### src/design/dma_seq_pkg.sv
// constants shared by the turbo-decoder dma sequencer and its word mover
// Behaviour
// - standalone channel: three to five linked transfers
// - shared channel: config, symbols, apriori, extrinsics
// - queue several channels, serve them in order
// - receive request on line 30 paces reads
// - transmit request on line 31 paces writes
// - transfer byte counts multiple of eight, except the 12-byte output params
// - config: 64 bytes to window base
// - memory buffers start double-word aligned
// - symbols: eight times ceil(frame/2) bytes
// - config transfer links to symbol transfer
// - symbols link to interleaver when flagged
// - otherwise symbols link to next channel config
// - no channel left: dummy transfer, never null; here no transfer is launched, only EV_DUMMY (tx) or EV_NULLRX (rx) is set
// - notify software after channel's last read
// - completion code 1..63, no chaining, no irq
// - incrementing addresses, zero dimension indices
// - decisions: eight times ceil(frame/64) bytes
// - interleaver: eight times ceil((frame+3)/4) bytes
// - output params: 12 bytes when flagged
package dma_seq_pkg;
    localparam int ADDR_W = 32;
    localparam int DATA_W = 32;
    localparam int FL_W   = 16;
    localparam int CNT_W  = 18;
    localparam int DEPTH  = 4;
    localparam int PTR_W  = 2;
    localparam int EVT_W  = 64;

    // dma event line numbers
    localparam int RX_EVENT_LINE = 30;
    localparam int TX_EVENT_LINE = 31;

    // device windows
    localparam logic [31:0] CFG_WIN     = 32'h5000_0000;
    localparam logic [31:0] SYM_WIN     = 32'h5001_0000;
    localparam logic [31:0] INTERLEAVER_LOAD_FLAG_WIN   = 32'h5005_0000;
    localparam logic [31:0] HD_WIN      = 32'h5006_0000;
    localparam logic [31:0] OUTP_WIN    = 32'h5000_0030;
    localparam logic [31:0] APRIORI_WIN = 32'h5002_0000;
    localparam logic [31:0] EXTR_WIN    = 32'h5003_0000;

    // transfer sizes in 32-bit words, and the byte address step per word
    localparam logic [17:0] CFG_WORDS  = 18'h00010;
    localparam logic [17:0] OUTP_WORDS = 18'h00003;
    localparam logic [31:0] WORD_STEP  = 32'h0000_0004;

    // own register map
    localparam logic [7:0] OFF_CTRL   = 8'h00;
    localparam logic [7:0] OFF_STATUS = 8'h04;
    localparam logic [7:0] OFF_EVENTS = 8'h08;
    localparam logic [7:0] OFF_FLAGS  = 8'h0c;
    localparam logic [7:0] OFF_CFGA   = 8'h10;
    localparam logic [7:0] OFF_SYMA   = 8'h14;
    localparam logic [7:0] OFF_TABA   = 8'h18;
    localparam logic [7:0] OFF_DECA   = 8'h1c;
    localparam logic [7:0] OFF_PARA   = 8'h20;

    // ctrl fields
    localparam int CTRL_START = 0;
    localparam int CTRL_PUSH  = 1;
    localparam int CC_LSB     = 8;
    localparam int CC_W       = 6;

    // channel flag fields
    localparam int FLG_INTERLEAVER_LOAD_FLAG = 16;
    localparam int FLG_OUTPUT_PARAMS_FLAG  = 17;
    localparam int FLG_SP    = 18;
    localparam int FLG_SKIP  = 19;

    // sticky event bits
    localparam int EV_DONE   = 0;
    localparam int EV_REFUSE = 1;
    localparam int EV_NULLRX = 2;
    localparam int EV_DUMMY  = 3;

    localparam logic [31:0] REG_RESET = 32'h0000_0000;
endpackage

### src/design/dma_seq.sv
// dma sequencer: queues decoder channels and answers the decoder's request events
`timescale 1ns/10ps
`default_nettype none
module dma_seq (
    input  wire logic        pclk,
    input  wire logic        presetn,
    input  wire logic [7:0]  paddr,
    input  wire logic        psel,
    input  wire logic        penable,
    input  wire logic        pwrite,
    input  wire logic [31:0] pwdata,
    output logic [31:0]      prdata,
    output logic             pready,
    output logic             pslverr,
    input  wire logic [63:0] dma_events,
    output logic             decode_start,
    output logic [31:0]      mem_addr,
    output logic [31:0]      mem_wdata,
    output logic             mem_rd,
    output logic             mem_wr,
    input  wire logic [31:0] mem_rdata,
    input  wire logic        mem_ack,
    output logic [31:0]      dev_addr,
    output logic [31:0]      dev_wdata,
    output logic             dev_rd,
    output logic             dev_wr,
    input  wire logic [31:0] dev_rdata,
    input  wire logic        dev_ack
);
    // apb and register state
    logic [31:0] flags_ff;
    logic [31:0] cfga_ff;
    logic [31:0] syma_ff;
    logic [31:0] taba_ff;
    logic [31:0] deca_ff;
    logic [31:0] para_ff;
    logic [5:0]  cc_ff;
    logic [5:0]  last_cc_ff;
    logic [3:0]  events_ff;
    logic [7:0]  done_cnt_ff;
    logic        wr_en;
    logic        push_req;
    logic        push_ok;
    logic [3:0]  ev_set;

    // channel table
    logic [31:0] cfg_mem_ff [0:3];
    logic [31:0] sym_mem_ff [0:3];
    logic [31:0] tab_mem_ff [0:3];
    logic [31:0] dec_mem_ff [0:3];
    logic [31:0] par_mem_ff [0:3];
    logic [19:0] flg_mem_ff [0:3];
    logic [2:0]  wr_ptr_ff;
    logic [2:0]  tx_ptr_ff;
    logic [2:0]  rx_ptr_ff;
    logic [1:0]  tx_step_ff;
    logic        rx_step_ff;
    logic [2:0]  queued;

    // request handling and transfer launch
    logic        tx_pend_ff;
    logic        rx_pend_ff;
    logic        busy_ff;
    logic        launch_ff;
    logic [31:0] l_src_ff;
    logic [31:0] l_dst_ff;
    logic [17:0] l_words_ff;
    logic        l_to_dev_ff;
    logic        l_last_ff;
    logic        mv_done;
    logic        tx_evt;
    logic        rx_evt;
    logic        serve_rx;
    logic        serve_tx;

    // per-step choices for the head entries
    logic [31:0] tx_src;
    logic [31:0] tx_dst;
    logic [17:0] tx_words;
    logic        tx_more;
    logic [31:0] rx_src;
    logic [31:0] rx_dst;
    logic [17:0] rx_words;
    logic        rx_more;
    logic [19:0] tx_flg;
    logic [19:0] rx_flg;
    logic [17:0] tx_fl;
    logic [17:0] rx_fl;

    // events come from decoder logic on pclk, so no synchroniser
    assign tx_evt = dma_events[dma_seq_pkg::TX_EVENT_LINE];
    assign rx_evt = dma_events[dma_seq_pkg::RX_EVENT_LINE];

    assign wr_en    = psel && penable && pready && pwrite;
    assign push_req = wr_en && paddr == dma_seq_pkg::OFF_CTRL && pwdata[dma_seq_pkg::CTRL_PUSH];
    assign queued   = wr_ptr_ff - rx_ptr_ff;
    // refuse misaligned buffers, a zero code or a full table
    assign push_ok  = push_req && queued != 3'(dma_seq_pkg::DEPTH)
                      && cfga_ff[2:0] == 3'h0 && syma_ff[2:0] == 3'h0
                      && taba_ff[2:0] == 3'h0 && deca_ff[2:0] == 3'h0
                      && para_ff[2:0] == 3'h0 && cc_ff != 6'h00;

    assign tx_flg = flg_mem_ff[tx_ptr_ff[1:0]];
    assign rx_flg = flg_mem_ff[rx_ptr_ff[1:0]];
    assign tx_fl  = {2'b00, tx_flg[15:0]};
    assign rx_fl  = {2'b00, rx_flg[15:0]};

    // transmit-paced link order of the head channel; all sizes even word counts
    always_comb begin
        tx_src   = cfg_mem_ff[tx_ptr_ff[1:0]];
        tx_dst   = dma_seq_pkg::CFG_WIN;
        tx_words = dma_seq_pkg::CFG_WORDS;
        tx_more  = 1'b1;
        case (tx_step_ff)
            2'd1: begin
                tx_src   = sym_mem_ff[tx_ptr_ff[1:0]];
                tx_dst   = dma_seq_pkg::SYM_WIN;
                tx_words = ((tx_fl + 18'h00001) >> 1) << 1;
                // shared mode always sends apriori unless told to skip it
                tx_more  = tx_flg[dma_seq_pkg::FLG_SP] ? !tx_flg[dma_seq_pkg::FLG_SKIP]
                                                       : tx_flg[dma_seq_pkg::FLG_INTERLEAVER_LOAD_FLAG];
            end
            2'd2: begin
                tx_src   = tab_mem_ff[tx_ptr_ff[1:0]];
                tx_dst   = tx_flg[dma_seq_pkg::FLG_SP] ? dma_seq_pkg::APRIORI_WIN : dma_seq_pkg::INTERLEAVER_LOAD_FLAG_WIN;
                tx_words = tx_flg[dma_seq_pkg::FLG_SP] ? ((tx_fl + 18'h00007) >> 3) << 1
                                                       : ((tx_fl + 18'h00006) >> 2) << 1;
                tx_more  = 1'b0;
            end
            default: begin
                tx_more = 1'b1;
            end
        endcase
    end

    // receive-paced link order of the oldest unfinished channel
    always_comb begin
        rx_dst = dec_mem_ff[rx_ptr_ff[1:0]];
        if (rx_flg[dma_seq_pkg::FLG_SP]) begin
            rx_src   = dma_seq_pkg::EXTR_WIN;
            rx_words = ((rx_fl + 18'h00007) >> 3) << 1;
            rx_more  = 1'b0;
        end else begin
            rx_src   = dma_seq_pkg::HD_WIN;
            rx_words = ((rx_fl + 18'h0003f) >> 6) << 1;
            rx_more  = rx_flg[dma_seq_pkg::FLG_OUTPUT_PARAMS_FLAG];
        end
        if (rx_step_ff) begin
            rx_src   = dma_seq_pkg::OUTP_WIN;
            rx_dst   = par_mem_ff[rx_ptr_ff[1:0]];
            rx_words = dma_seq_pkg::OUTP_WORDS;
            rx_more  = 1'b0;
        end
    end

    assign serve_rx = !busy_ff && !launch_ff && rx_pend_ff;
    assign serve_tx = !busy_ff && !launch_ff && !rx_pend_ff && tx_pend_ff;

    // apb slave: zero-wait answer, ready raised in the access phase
    always_ff @(posedge pclk or negedge presetn) begin
        if (!presetn) begin
            pready  <= 1'b0;
            pslverr <= 1'b0;
            prdata  <= dma_seq_pkg::REG_RESET;
        end else begin
            pready  <= psel && !penable;
            pslverr <= psel && !penable && paddr > dma_seq_pkg::OFF_PARA;
            if (psel && !penable && !pwrite) begin
                case (paddr)
                    dma_seq_pkg::OFF_CTRL:   prdata <= {18'h00000, cc_ff, 8'h00};
                    dma_seq_pkg::OFF_STATUS: prdata <= {done_cnt_ff, 2'b00, last_cc_ff, 5'h00, queued,
                                                        5'h00, rx_pend_ff, tx_pend_ff, busy_ff};
                    dma_seq_pkg::OFF_EVENTS: prdata <= {28'h0000000, events_ff};
                    dma_seq_pkg::OFF_FLAGS:  prdata <= flags_ff;
                    dma_seq_pkg::OFF_CFGA:   prdata <= cfga_ff;
                    dma_seq_pkg::OFF_SYMA:   prdata <= syma_ff;
                    dma_seq_pkg::OFF_TABA:   prdata <= taba_ff;
                    dma_seq_pkg::OFF_DECA:   prdata <= deca_ff;
                    dma_seq_pkg::OFF_PARA:   prdata <= para_ff;
                    default:                 prdata <= dma_seq_pkg::REG_RESET;
                endcase
            end
        end
    end

    // staging registers for the next channel, and the decode start pulse
    always_ff @(posedge pclk or negedge presetn) begin
        if (!presetn) begin
            flags_ff     <= dma_seq_pkg::REG_RESET;
            cfga_ff      <= dma_seq_pkg::REG_RESET;
            syma_ff      <= dma_seq_pkg::REG_RESET;
            taba_ff      <= dma_seq_pkg::REG_RESET;
            deca_ff      <= dma_seq_pkg::REG_RESET;
            para_ff      <= dma_seq_pkg::REG_RESET;
            cc_ff        <= 6'h00;
            decode_start <= 1'b0;
        end else begin
            decode_start <= wr_en && paddr == dma_seq_pkg::OFF_CTRL && pwdata[dma_seq_pkg::CTRL_START];
            if (wr_en) begin
                case (paddr)
                    dma_seq_pkg::OFF_CTRL:  cc_ff    <= pwdata[dma_seq_pkg::CC_LSB +: dma_seq_pkg::CC_W];
                    dma_seq_pkg::OFF_FLAGS: flags_ff <= {12'h000, pwdata[19:0]};
                    dma_seq_pkg::OFF_CFGA:  cfga_ff  <= pwdata;
                    dma_seq_pkg::OFF_SYMA:  syma_ff  <= pwdata;
                    dma_seq_pkg::OFF_TABA:  taba_ff  <= pwdata;
                    dma_seq_pkg::OFF_DECA:  deca_ff  <= pwdata;
                    dma_seq_pkg::OFF_PARA:  para_ff  <= pwdata;
                    default: ;
                endcase
            end
        end
    end

    // channel table: many channels may be queued before decoding starts
    always_ff @(posedge pclk or negedge presetn) begin
        if (!presetn) begin
            wr_ptr_ff <= 3'h0;
            for (int i = 0; i < dma_seq_pkg::DEPTH; i++) begin
                cfg_mem_ff[i] <= dma_seq_pkg::REG_RESET;
                sym_mem_ff[i] <= dma_seq_pkg::REG_RESET;
                tab_mem_ff[i] <= dma_seq_pkg::REG_RESET;
                dec_mem_ff[i] <= dma_seq_pkg::REG_RESET;
                par_mem_ff[i] <= dma_seq_pkg::REG_RESET;
                flg_mem_ff[i] <= 20'h00000;
            end
        end else if (push_ok) begin
            cfg_mem_ff[wr_ptr_ff[1:0]] <= cfga_ff;
            sym_mem_ff[wr_ptr_ff[1:0]] <= syma_ff;
            tab_mem_ff[wr_ptr_ff[1:0]] <= taba_ff;
            dec_mem_ff[wr_ptr_ff[1:0]] <= deca_ff;
            par_mem_ff[wr_ptr_ff[1:0]] <= para_ff;
            flg_mem_ff[wr_ptr_ff[1:0]] <= flags_ff[19:0];
            wr_ptr_ff <= wr_ptr_ff + 3'h1;
        end
    end

    // pending requests: a new event wins over the clear that serves the old one
    always_ff @(posedge pclk or negedge presetn) begin
        if (!presetn) begin
            tx_pend_ff <= 1'b0;
            rx_pend_ff <= 1'b0;
        end else begin
            tx_pend_ff <= tx_evt || (tx_pend_ff && !serve_tx);
            rx_pend_ff <= rx_evt || (rx_pend_ff && !serve_rx);
        end
    end

    // one linked transfer per request; reads take priority over writes
    always_ff @(posedge pclk or negedge presetn) begin
        if (!presetn) begin
            busy_ff     <= 1'b0;
            launch_ff   <= 1'b0;
            l_src_ff    <= dma_seq_pkg::REG_RESET;
            l_dst_ff    <= dma_seq_pkg::REG_RESET;
            l_words_ff  <= 18'h00000;
            l_to_dev_ff <= 1'b0;
            l_last_ff   <= 1'b0;
            tx_ptr_ff   <= 3'h0;
            rx_ptr_ff   <= 3'h0;
            tx_step_ff  <= 2'd0;
            rx_step_ff  <= 1'b0;
        end else begin
            launch_ff <= 1'b0;
            if (mv_done) begin
                busy_ff <= 1'b0;
                if (l_last_ff) begin
                    rx_ptr_ff <= rx_ptr_ff + 3'h1;
                end
            end
            if (serve_rx && rx_ptr_ff != tx_ptr_ff) begin
                busy_ff     <= 1'b1;
                launch_ff   <= 1'b1;
                l_src_ff    <= rx_src;
                l_dst_ff    <= rx_dst;
                l_words_ff  <= rx_words;
                l_to_dev_ff <= 1'b0;
                l_last_ff   <= !rx_more;
                rx_step_ff  <= rx_more;
            end else if (serve_tx && tx_ptr_ff != wr_ptr_ff) begin
                busy_ff     <= 1'b1;
                launch_ff   <= 1'b1;
                l_src_ff    <= tx_src;
                l_dst_ff    <= tx_dst;
                l_words_ff  <= tx_words;
                l_to_dev_ff <= 1'b1;
                l_last_ff   <= 1'b0;
                tx_step_ff  <= tx_more ? tx_step_ff + 2'd1 : 2'd0;
                if (!tx_more) begin
                    tx_ptr_ff <= tx_ptr_ff + 3'h1;
                end
            end
        end
    end

    // sticky software notifications, write one to clear; a new set wins
    assign ev_set[dma_seq_pkg::EV_DONE]   = mv_done && l_last_ff;
    assign ev_set[dma_seq_pkg::EV_REFUSE] = push_req && !push_ok;
    assign ev_set[dma_seq_pkg::EV_NULLRX] = serve_rx && rx_ptr_ff == tx_ptr_ff;
    assign ev_set[dma_seq_pkg::EV_DUMMY]  = serve_tx && tx_ptr_ff == wr_ptr_ff;

    always_ff @(posedge pclk or negedge presetn) begin
        if (!presetn) begin
            events_ff   <= 4'h0;
            done_cnt_ff <= 8'h00;
            last_cc_ff  <= 6'h00;
        end else begin
            if (wr_en && paddr == dma_seq_pkg::OFF_EVENTS) begin
                events_ff <= (events_ff & ~pwdata[3:0]) | ev_set;
            end else begin
                events_ff <= events_ff | ev_set;
            end
            if (ev_set[dma_seq_pkg::EV_DONE]) begin
                done_cnt_ff <= done_cnt_ff + 8'h01;
            end
            if (mv_done) begin
                last_cc_ff <= cc_ff;
            end
        end
    end

    word_mover u_mover (
        .pclk      (pclk),
        .presetn   (presetn),
        .start     (launch_ff),
        .src       (l_src_ff),
        .dst       (l_dst_ff),
        .words     (l_words_ff),
        .to_dev    (l_to_dev_ff),
        .done      (mv_done),
        .mem_addr  (mem_addr),
        .mem_wdata (mem_wdata),
        .mem_rd    (mem_rd),
        .mem_wr    (mem_wr),
        .mem_rdata (mem_rdata),
        .mem_ack   (mem_ack),
        .dev_addr  (dev_addr),
        .dev_wdata (dev_wdata),
        .dev_rd    (dev_rd),
        .dev_wr    (dev_wr),
        .dev_rdata (dev_rdata),
        .dev_ack   (dev_ack)
    );
endmodule
`default_nettype wire

### src/design/word_mover.sv
// word mover: copies a run of 32-bit words between memory and device
`timescale 1ns/10ps
`default_nettype none
module word_mover (
    input  wire logic        pclk,
    input  wire logic        presetn,
    input  wire logic        start,
    input  wire logic [31:0] src,
    input  wire logic [31:0] dst,
    input  wire logic [17:0] words,
    input  wire logic        to_dev,
    output logic             done,
    output logic [31:0]      mem_addr,
    output logic [31:0]      mem_wdata,
    output logic             mem_rd,
    output logic             mem_wr,
    input  wire logic [31:0] mem_rdata,
    input  wire logic        mem_ack,
    output logic [31:0]      dev_addr,
    output logic [31:0]      dev_wdata,
    output logic             dev_rd,
    output logic             dev_wr,
    input  wire logic [31:0] dev_rdata,
    input  wire logic        dev_ack
);
    typedef enum logic [1:0] {MV_IDLE, MV_READ, MV_WRITE} mv_state_t;

    mv_state_t   state_ff;
    logic [31:0] src_ff;
    logic [31:0] dst_ff;
    logic [17:0] left_ff;
    logic        to_dev_ff;
    logic        src_ack;
    logic        dst_ack;
    logic [31:0] src_data;

    assign src_ack  = to_dev_ff ? mem_ack : dev_ack;
    assign dst_ack  = to_dev_ff ? dev_ack : mem_ack;
    assign src_data = to_dev_ff ? mem_rdata : dev_rdata;

    // one word at a time: read source, then write destination, both incrementing
    always_ff @(posedge pclk or negedge presetn) begin
        if (!presetn) begin
            state_ff  <= MV_IDLE;
            src_ff    <= 32'h0000_0000;
            dst_ff    <= 32'h0000_0000;
            left_ff   <= 18'h00000;
            to_dev_ff <= 1'b0;
            done      <= 1'b0;
            mem_addr  <= 32'h0000_0000;
            mem_wdata <= 32'h0000_0000;
            mem_rd    <= 1'b0;
            mem_wr    <= 1'b0;
            dev_addr  <= 32'h0000_0000;
            dev_wdata <= 32'h0000_0000;
            dev_rd    <= 1'b0;
            dev_wr    <= 1'b0;
        end else begin
            done <= 1'b0;
            case (state_ff)
                MV_IDLE: begin
                    if (start && words == 18'h00000) begin
                        done <= 1'b1;
                    end else if (start) begin
                        src_ff    <= src;
                        dst_ff    <= dst;
                        left_ff   <= words;
                        to_dev_ff <= to_dev;
                        state_ff  <= MV_READ;
                        if (to_dev) begin
                            mem_addr <= src;
                            mem_rd   <= 1'b1;
                        end else begin
                            dev_addr <= src;
                            dev_rd   <= 1'b1;
                        end
                    end
                end
                MV_READ: begin
                    if (src_ack) begin
                        mem_rd   <= 1'b0;
                        dev_rd   <= 1'b0;
                        state_ff <= MV_WRITE;
                        if (to_dev_ff) begin
                            dev_addr  <= dst_ff;
                            dev_wdata <= src_data;
                            dev_wr    <= 1'b1;
                        end else begin
                            mem_addr  <= dst_ff;
                            mem_wdata <= src_data;
                            mem_wr    <= 1'b1;
                        end
                    end
                end
                MV_WRITE: begin
                    if (dst_ack) begin
                        mem_wr  <= 1'b0;
                        dev_wr  <= 1'b0;
                        left_ff <= left_ff - 18'h00001;
                        src_ff  <= src_ff + dma_seq_pkg::WORD_STEP;
                        dst_ff  <= dst_ff + dma_seq_pkg::WORD_STEP;
                        if (left_ff == 18'h00001) begin
                            done     <= 1'b1;
                            state_ff <= MV_IDLE;
                        end else begin
                            state_ff <= MV_READ;
                            if (to_dev_ff) begin
                                mem_addr <= src_ff + dma_seq_pkg::WORD_STEP;
                                mem_rd   <= 1'b1;
                            end else begin
                                dev_addr <= src_ff + dma_seq_pkg::WORD_STEP;
                                dev_rd   <= 1'b1;
                            end
                        end
                    end
                end
                default: state_ff <= MV_IDLE;
            endcase
        end
    end
endmodule
`default_nettype wire

### config.mk
export PLATFORM = sky130hd
export DESIGN_NAME = dma_seq
export DESIGN_NICKNAME = d
export VERILOG_FILES = /design/src/design/dma_seq_pkg.sv /design/src/design/dma_seq.sv /design/src/design/word_mover.sv
export SDC_FILE = /design/constraint.sdc
export NUM_CORES = 2
export LEC_CHECK = 0
export BUFFER_PORTS_ARGS = -buffer_cell sky130_fd_sc_hd__buf_2
export CORE_MARGIN = 5
export CORE_UTILIZATION = 33
export DETAILED_ROUTE_END_ITERATION = 10
export PLACE_DENSITY_LB_ADDON = 0.3
export SLEW_MARGIN = 30
export SYNTH_ARGS = -nofsm -noshare
export SYNTH_HDL_FRONTEND = slang
export SYNTH_SLANG_ARGS = --single-unit
### constraint.sdc
create_clock -name pclk -period 4.6 [get_ports pclk]
set_input_delay 0.46 -clock pclk [delete_from_list [all_inputs] [get_ports pclk]]
set_output_delay 0.46 -clock pclk [all_outputs]
set_load 0.05 [all_outputs]
# Word-level counts from Yosys, hierarchy flattened
# Cells that the tools add are included.
[classes]
eq_ne = 29
n_mux = 126
n_reduce_logical = 78
n_bitwise = 11
n_addsub = 14
magnitude_cmp = 5
[ops]
columns = ["cell", "n"]
rows = [
  ["$mux 32", 39],
  ["$bwmux 128", 5],
  ["$bmux 32 s2", 5],
  ["$pmux 32 s9", 1],
  ["$pmux 32 s2", 3],
  ["$pmux 32 s3", 2],
  ["$mux 19", 5],
  ["$mux 18", 5],
  ["$bmux 20 s2", 2],
  ["$bwmux 80", 1],
  ["$add 32x3->32 const B", 2],
  ["$demux 32 s2", 1],
  ["$mux 20", 3],
  ["$add 16x3->17 const B", 3],
  ["$demux 20 s2", 1],
  ["$pmux 19 s2", 1],
  ["$pmux 18 s2", 1],
  ["$mux 1", 34],
  ["$pmux 17 s2", 1],
  ["$eq 8x5->1 const B", 4],
  ["$logic_and 1x1->1", 31],
  ["$mux 15", 2],
  ["$eq 18x1->1 const B", 1],
  ["$logic_not 18->1", 1],
  ["other kinds (44)", 109],
]
[totals]
register_bits = 1277
inputBits = 175
word_cells = 329

# Depth between registers and ports, before layout
[logic_depth]
depth_word = 16
ltp_mapped = 15

# Modules after synthesis
# Synthesis repeated with hierarchy kept, for this count alone.
[hier_totals]
hier_cells = 4352
hier_area_um2 = 58751.3
[by_module_without_submodules]
columns = ["module", "cells_per_inst", "instances", "area_per_inst_um2"]
rows = [
  ["dma_seq", 3232, 1, 47393.0],
  ["word_mover", 1120, 1, 11358.4],
]

# Least setup slack after synthesis
# No wires, ideal clock.
[synth_timing]
path_kind = "register to register"
startpoint = "register rx_ptr_ff[1]"
endpoint = "register cfg_mem_ff[10] (netlist name)"
slack_ps = 1134
t_arrival_ps = 3342
required_time_ps = 4475
stages_incl_launch_ff = 16
setup_ps = 125
path_cell_list = "dfrtp_1 buf_4 buf_4 buf_2 buf_1 inv_2 fa_1 xnor2_1 nor3b_1 a211oi_1 nor2b_1 buf_2 nand2_2 buf_2 buf_2 mux2_2"
[synth_via]
elab_chain_cells = 9
[synth_lines]
columns = ["item", "line", "rtl"]
rows = [
  ["from (decl)", "dma_seq.sv:55", "logic [2:0] rx_ptr_ff;"],
  ["from (signal assigned)", "dma_seq.sv:267", "rx_ptr_ff <= rx_ptr_ff + 3'h1;"],
  ["$sub 3x3->3", "dma_seq.sv:96", "assign queued = wr_ptr_ff - rx_ptr_ff;"],
  ["$ne 3x3->1", "dma_seq.sv:98", "assign push_ok = push_req && queued != 3'(dma_seq_pkg::DEPTH)"],
  ["$logic_and 1x1->1", "dma_seq.sv:98", ""],
  ["$logic_and 1x1->1 (2 in series)", "dma_seq.sv:99", "&& cfga_ff[2:0] == 3'h0 && syma_ff[2:0] == 3'h0"],
  ["$logic_and 1x1->1 (2 in series)", "dma_seq.sv:100", "&& taba_ff[2:0] == 3'h0 && deca_ff[2:0] == 3'h0"],
  ["$logic_and 1x1->1 (2 in series)", "dma_seq.sv:101", "&& para_ff[2:0] == 3'h0 && cc_ff != 6'h00;"],
  ["to (signal, indexed assignment)", "dma_seq.sv:219", "cfg_mem_ff[i] <= dma_seq_pkg::REG_RESET;"],
  ["to (signal, indexed assignment)", "dma_seq.sv:227", "cfg_mem_ff[wr_ptr_ff[1:0]] <= cfga_ff;"],
  ["to (decl)", "dma_seq.sv:47", "logic [31:0] cfg_mem_ff [0:3];"],
]
# Every way passes these cells.
# A chain may end at the register's enable or synchronous reset.

# Worst setup path after layout
[layout_timing]
startpoint = "register tx_ptr_ff[0]"
endpoint = "register l_words_ff[7]"
[layout_via]
elab_chain_cells = 9
[layout_lines]
columns = ["item", "line", "rtl"]
rows = [
  ["from (decl)", "dma_seq.sv:54", "logic [2:0] tx_ptr_ff;"],
  ["from (signal assigned)", "dma_seq.sv:289", "tx_ptr_ff <= tx_ptr_ff + 3'h1;"],
  ["$not 2->3 (not written as such)", "dma_seq.sv:103", "assign tx_flg = flg_mem_ff[tx_ptr_ff[1:0]];"],
  ["$bmux 20 s2", "dma_seq.sv:103", ""],
  ["$mux 20 (not written as such) (2 in series)", "dma_seq.sv:103", ""],
  ["$add 16x3->17, on equally long branches", "dma_seq.sv:127, dma_seq.sv:126", ""],
  ["$mux 16", "dma_seq.sv:126", "tx_words = tx_flg[dma_seq_pkg::FLG_SP] ? ((tx_fl + 18'h00007) >> 3) << 1"],
  ["$pmux 17 s2", "dma_seq.sv:114", "case (tx_step_ff)"],
  ["$mux 18", "dma_seq.sv:279", "end else if (serve_tx && tx_ptr_ff != wr_ptr_ff) begin"],
  ["$mux 18", "dma_seq.sv:270", "if (serve_rx && rx_ptr_ff != tx_ptr_ff) begin"],
  ["to (signal assigned)", "dma_seq.sv:275", "l_words_ff <= rx_words;"],
  ["to (signal assigned)", "dma_seq.sv:284", "l_words_ff <= tx_words;"],
  ["to (decl)", "dma_seq.sv:67", "logic [17:0] l_words_ff;"],
]
# Several ways; a longest one is shown, not always the timed one. The select of a mux whose other input is x is not followed.

==> summary.txt <==
Synth
  – Share of the synthesized area in the top cell type: 0.547
  – Post-synth cell types: 88
  – FFs w/ async S/R, synth: 1.00
  – Yosys warnings: 0
  – Syn_nets: 4515
  – Area contributors post-synth: dfrtp_1 55%, mux2_2 18%, mux4_2 7.2%
  – Sequential share of the synthesized area: 0.547
  – Post-synth EDFFs: 0
  – Count leader, synth: dfrtp_1
  – List of most frequent post-synthesis cells: 1276 x dfrtp_1, 923 x mux2_2, 245 x nand2_1
  – Post-synth top flop: dfrtp_1
  – Cell taking the most area after synthesis: dfrtp_1
  – Register bit count reported by yosys: between 1k and 1.5k
  – Syn_area_per_cell: 13.5 um2
  – Post-Syn Instances: 4314
  – Mapped cell area: 58300 um2

Setup path
  – Critical Path Fanout Max: 28
  – Arrival time at the worst endpoint: 4250 ps
  – Type of the worst setup path: reg2reg
  – CP endpoint kind: flip-flop
  – Startpoint types: flip-flop
  – Reg2Reg Depth: 10
  – Crit path required time: 5230 ps

Cells and area
  – Share of post-route cells with drive strength above 1: 0.376
  – # nets final: 4855
  – Finished Core Util: 0.389
  – Area added between synthesis and finish: 17.4%
  – Fill count: roughly 16k

Power
  – Total power: 0.0341 W
  – Int Power: 0.0217 W
  – P_sw: 0.0124 W
  – Peak supply drop: 0.437 mV
  – Logic pwr share: 0.277
  – PwrDens: 498 nW/um2
  – Clock power frac: 0.336
  – Seq pwr share: 0.387
  – Pleak: 32.0 nW
  – Switching Fraction: 0.364

Clock network
  – CTS tree: yes
  – Clk_lat worst skew: around 790 ps
  – Sink Count: 1276
  – Post-CTS Setup Bufs: 0
  – H-tree depth: 4
  – Post-cts sizing count: 0
  – Bufs on Longest Clock Path: 3
  – CTS clock-pin slew for the worst setup and hold paths: 60 ps
  – Hold_buf cts: 93
  – TritonCTS buffer count: 141
  – Root Buffer: clkbuf_16

Routing
  – WL final: 170 mm
  – Drt pass-1 iters: 6
  – Final ANT Viol Nets: 0
  – Routed len/inst: 23.9 um
  – Residual DRC: 0
  – Initial DRC count: 2615
  – DR vias: 38.0k
  – Vias per inst: 5.34

Floorplan
  – Die width: 430 um
  – Initial core utilization: 0.332
  – Row count: roughly 150
  – Die height: 430 um
  – Core ar.: 176000 um2
  – Die area: 185000 um2
  – Ports: 342

Job
  – Max-cap viol count: 0

GRT
  – Remaining global-route overflow: 0
  – Gr usage total: 0.181
  – Pin count of the biggest net entering global routing: 186
  – Initial antenna violation count: 15
  – First-pass GRT wire length: 259 mm
  – Vias in the first global route: 39.5k

Timing
  – Hold WS: 65.5 ps
  – Setup_tns: 0 ps
  – Worst rel slew slack: 0.322
  – Fin. max-slew vios: 0
  – Clock Skew: between 20 and 30 ps
  – Final count of negative-setup-slack endpoints: 0
  – Final Hold Fails: 0
  – Max Freq: 276 MHz
  – Post-route setup slack: slightly below 1000 ps
  – RSZ-0062 raised after global routing: no
  – Crit path time final: roughly 3600 ps
  – Worst Tran Pin Value: between 1000 and 1500 ps
  – Final cycle utilization of the critical path: 0.788

Placement
  – DP HPWL: 111 mm
  – Gpl congestion: roughly 0.84
  – Worst slack, placed: 990 ps
  – Port bufs: 279

Hold path
  – WHS Path Cells: 2
  – Hold Path Class: in2reg

Outcome
  – Status: completed
[per-stage QoR]
step	std cells	instance area [um2]
after detailed placement	6755	62800
after CTS	7095	68400
after global placement	6753	62700
after global routing	7099	68500
final	7105	68500
after floorplan	4314	58300
[layer usage]
metal  part of all wire  GRT usage  vias up  routed length, um
li1                   -          -    16700                  -
met2               0.48      0.297      947              81000
met1               0.46      0.252    20100              77400
met3              0.045     0.0275      217               7610
met5            0.00016          0        -                 28
met4              0.022     0.0465        4               3710
[power groups by stage]
stage | clock network [W] | logic (W) | registers (W)
after floorplan | 0 | 0.00429 | 0.0149
final | 0.0115 | 0.00944 | 0.0132
after detailed placement | 0 | 0.00946 | 0.0134
after global placement | 0 | 0.00939 | 0.0134
after global routing | 0.0122 | 0.0102 | 0.0134
after CTS | 0.0118 | 0.00955 | 0.0132
[cells in the final DEF (no fill, tap or decap), types with 23 or more instances in the layout]
| cell | n |
|---|---|
| a21oi_1 | 105 |
| a22o_1 | 43 |
| a22oi_1 | 151 |
| and2_1 | 67 |
| buf_12 | 30 |
| buf_2 | 278 |
| buf_4 | 81 |
| clkbuf_1 | 35 |
| clkbuf_16 | 141 |
| clkbuf_8 | 26 |
| dfrtp_1 | 1271 |
| dlygate4sd3_1 | 93 |
| inv_1 | 36 |
| mux2_1 | 51 |
| mux2_2 | 923 |
| mux2i_1 | 46 |
| mux4_2 | 187 |
| nand2_1 | 238 |
| nand3_1 | 85 |
| nand4_1 | 23 |
| nor2_1 | 137 |
| nor3_1 | 53 |
| nor4_1 | 28 |
| o21ai_0 | 160 |
| xnor2_1 | 61 |
| xor2_1 | 44 |
[cells by family after synthesis]
family	synth area share
flip-flops	0.547
multiplexers	0.271
buffers and inverters	0.0258
XOR/XNOR	0.0158
adder cells (fa/ha/maj)	0.00571
AND/OR/NAND/NOR	0.0610
AO/OA/AOI/OAI	0.0737
[sequential cells by signal, summed over array words and instances, names as in the netlist, 20 cells and up]
register	count
cfg_mem_ff	128
dec_mem_ff	128
par_mem_ff	128
sym_mem_ff	128
tab_mem_ff	128
flg_mem_ff	80
cfga_ff	32
deca_ff	32
l_dst_ff	32
l_src_ff	32
para_ff	32
prdata	32
syma_ff	32
taba_ff	32
u_mover.dev_addr	32
u_mover.dev_wdata	32
u_mover.dst_ff	32
u_mover.mem_addr	32
u_mover.mem_wdata	32
u_mover.src_ff	32
flags_ff	20
[area by class of cell]
cell class / instances / area [um2] / share of cell area
tap: 2340 / 2930 / 0.0427
inverter: 38 / 143 / 0.00208
multi-input combinational: 2710 / 25100 / 0.366
antenna: 7 / 17.5 / 0.000256
clock buffer: 202 / 4020 / 0.0587
clock inverter: 45 / 688 / 0.0100
timing repair buffer: 487 / 3670 / 0.0536
sequential: 1276 / 31900 / 0.466
[path summary, 6_finish.rpt]
check	slack, ps	end	from
max in group asynchronous	3020	sym_mem_ff[72]	presetn
worst min-delay path	70	cfga_ff[17]	pwdata[17]
worst max register to register	980	l_words_ff[7]	tx_ptr_ff[0]
min in group asynchronous	210	u_mover.mem_wdata[26]	presetn
worst min register to register	470	u_mover.left_ff[11]	u_mover.left_ff[11]
worst max-delay path	980	l_words_ff[7]	tx_ptr_ff[0]
[worst max-delay path: stages, from the launching register on]
cell,delay (ps)
dfrtp_4,820
mux4_2,690
inv_1,130
ha_1,170
nand2_1,60
o221a_2,370
or3_1,390
xnor2_1,150
a32o_1,260
a211oi_1,300
a21oi_1,120
(Power assumes the default switching activity.)
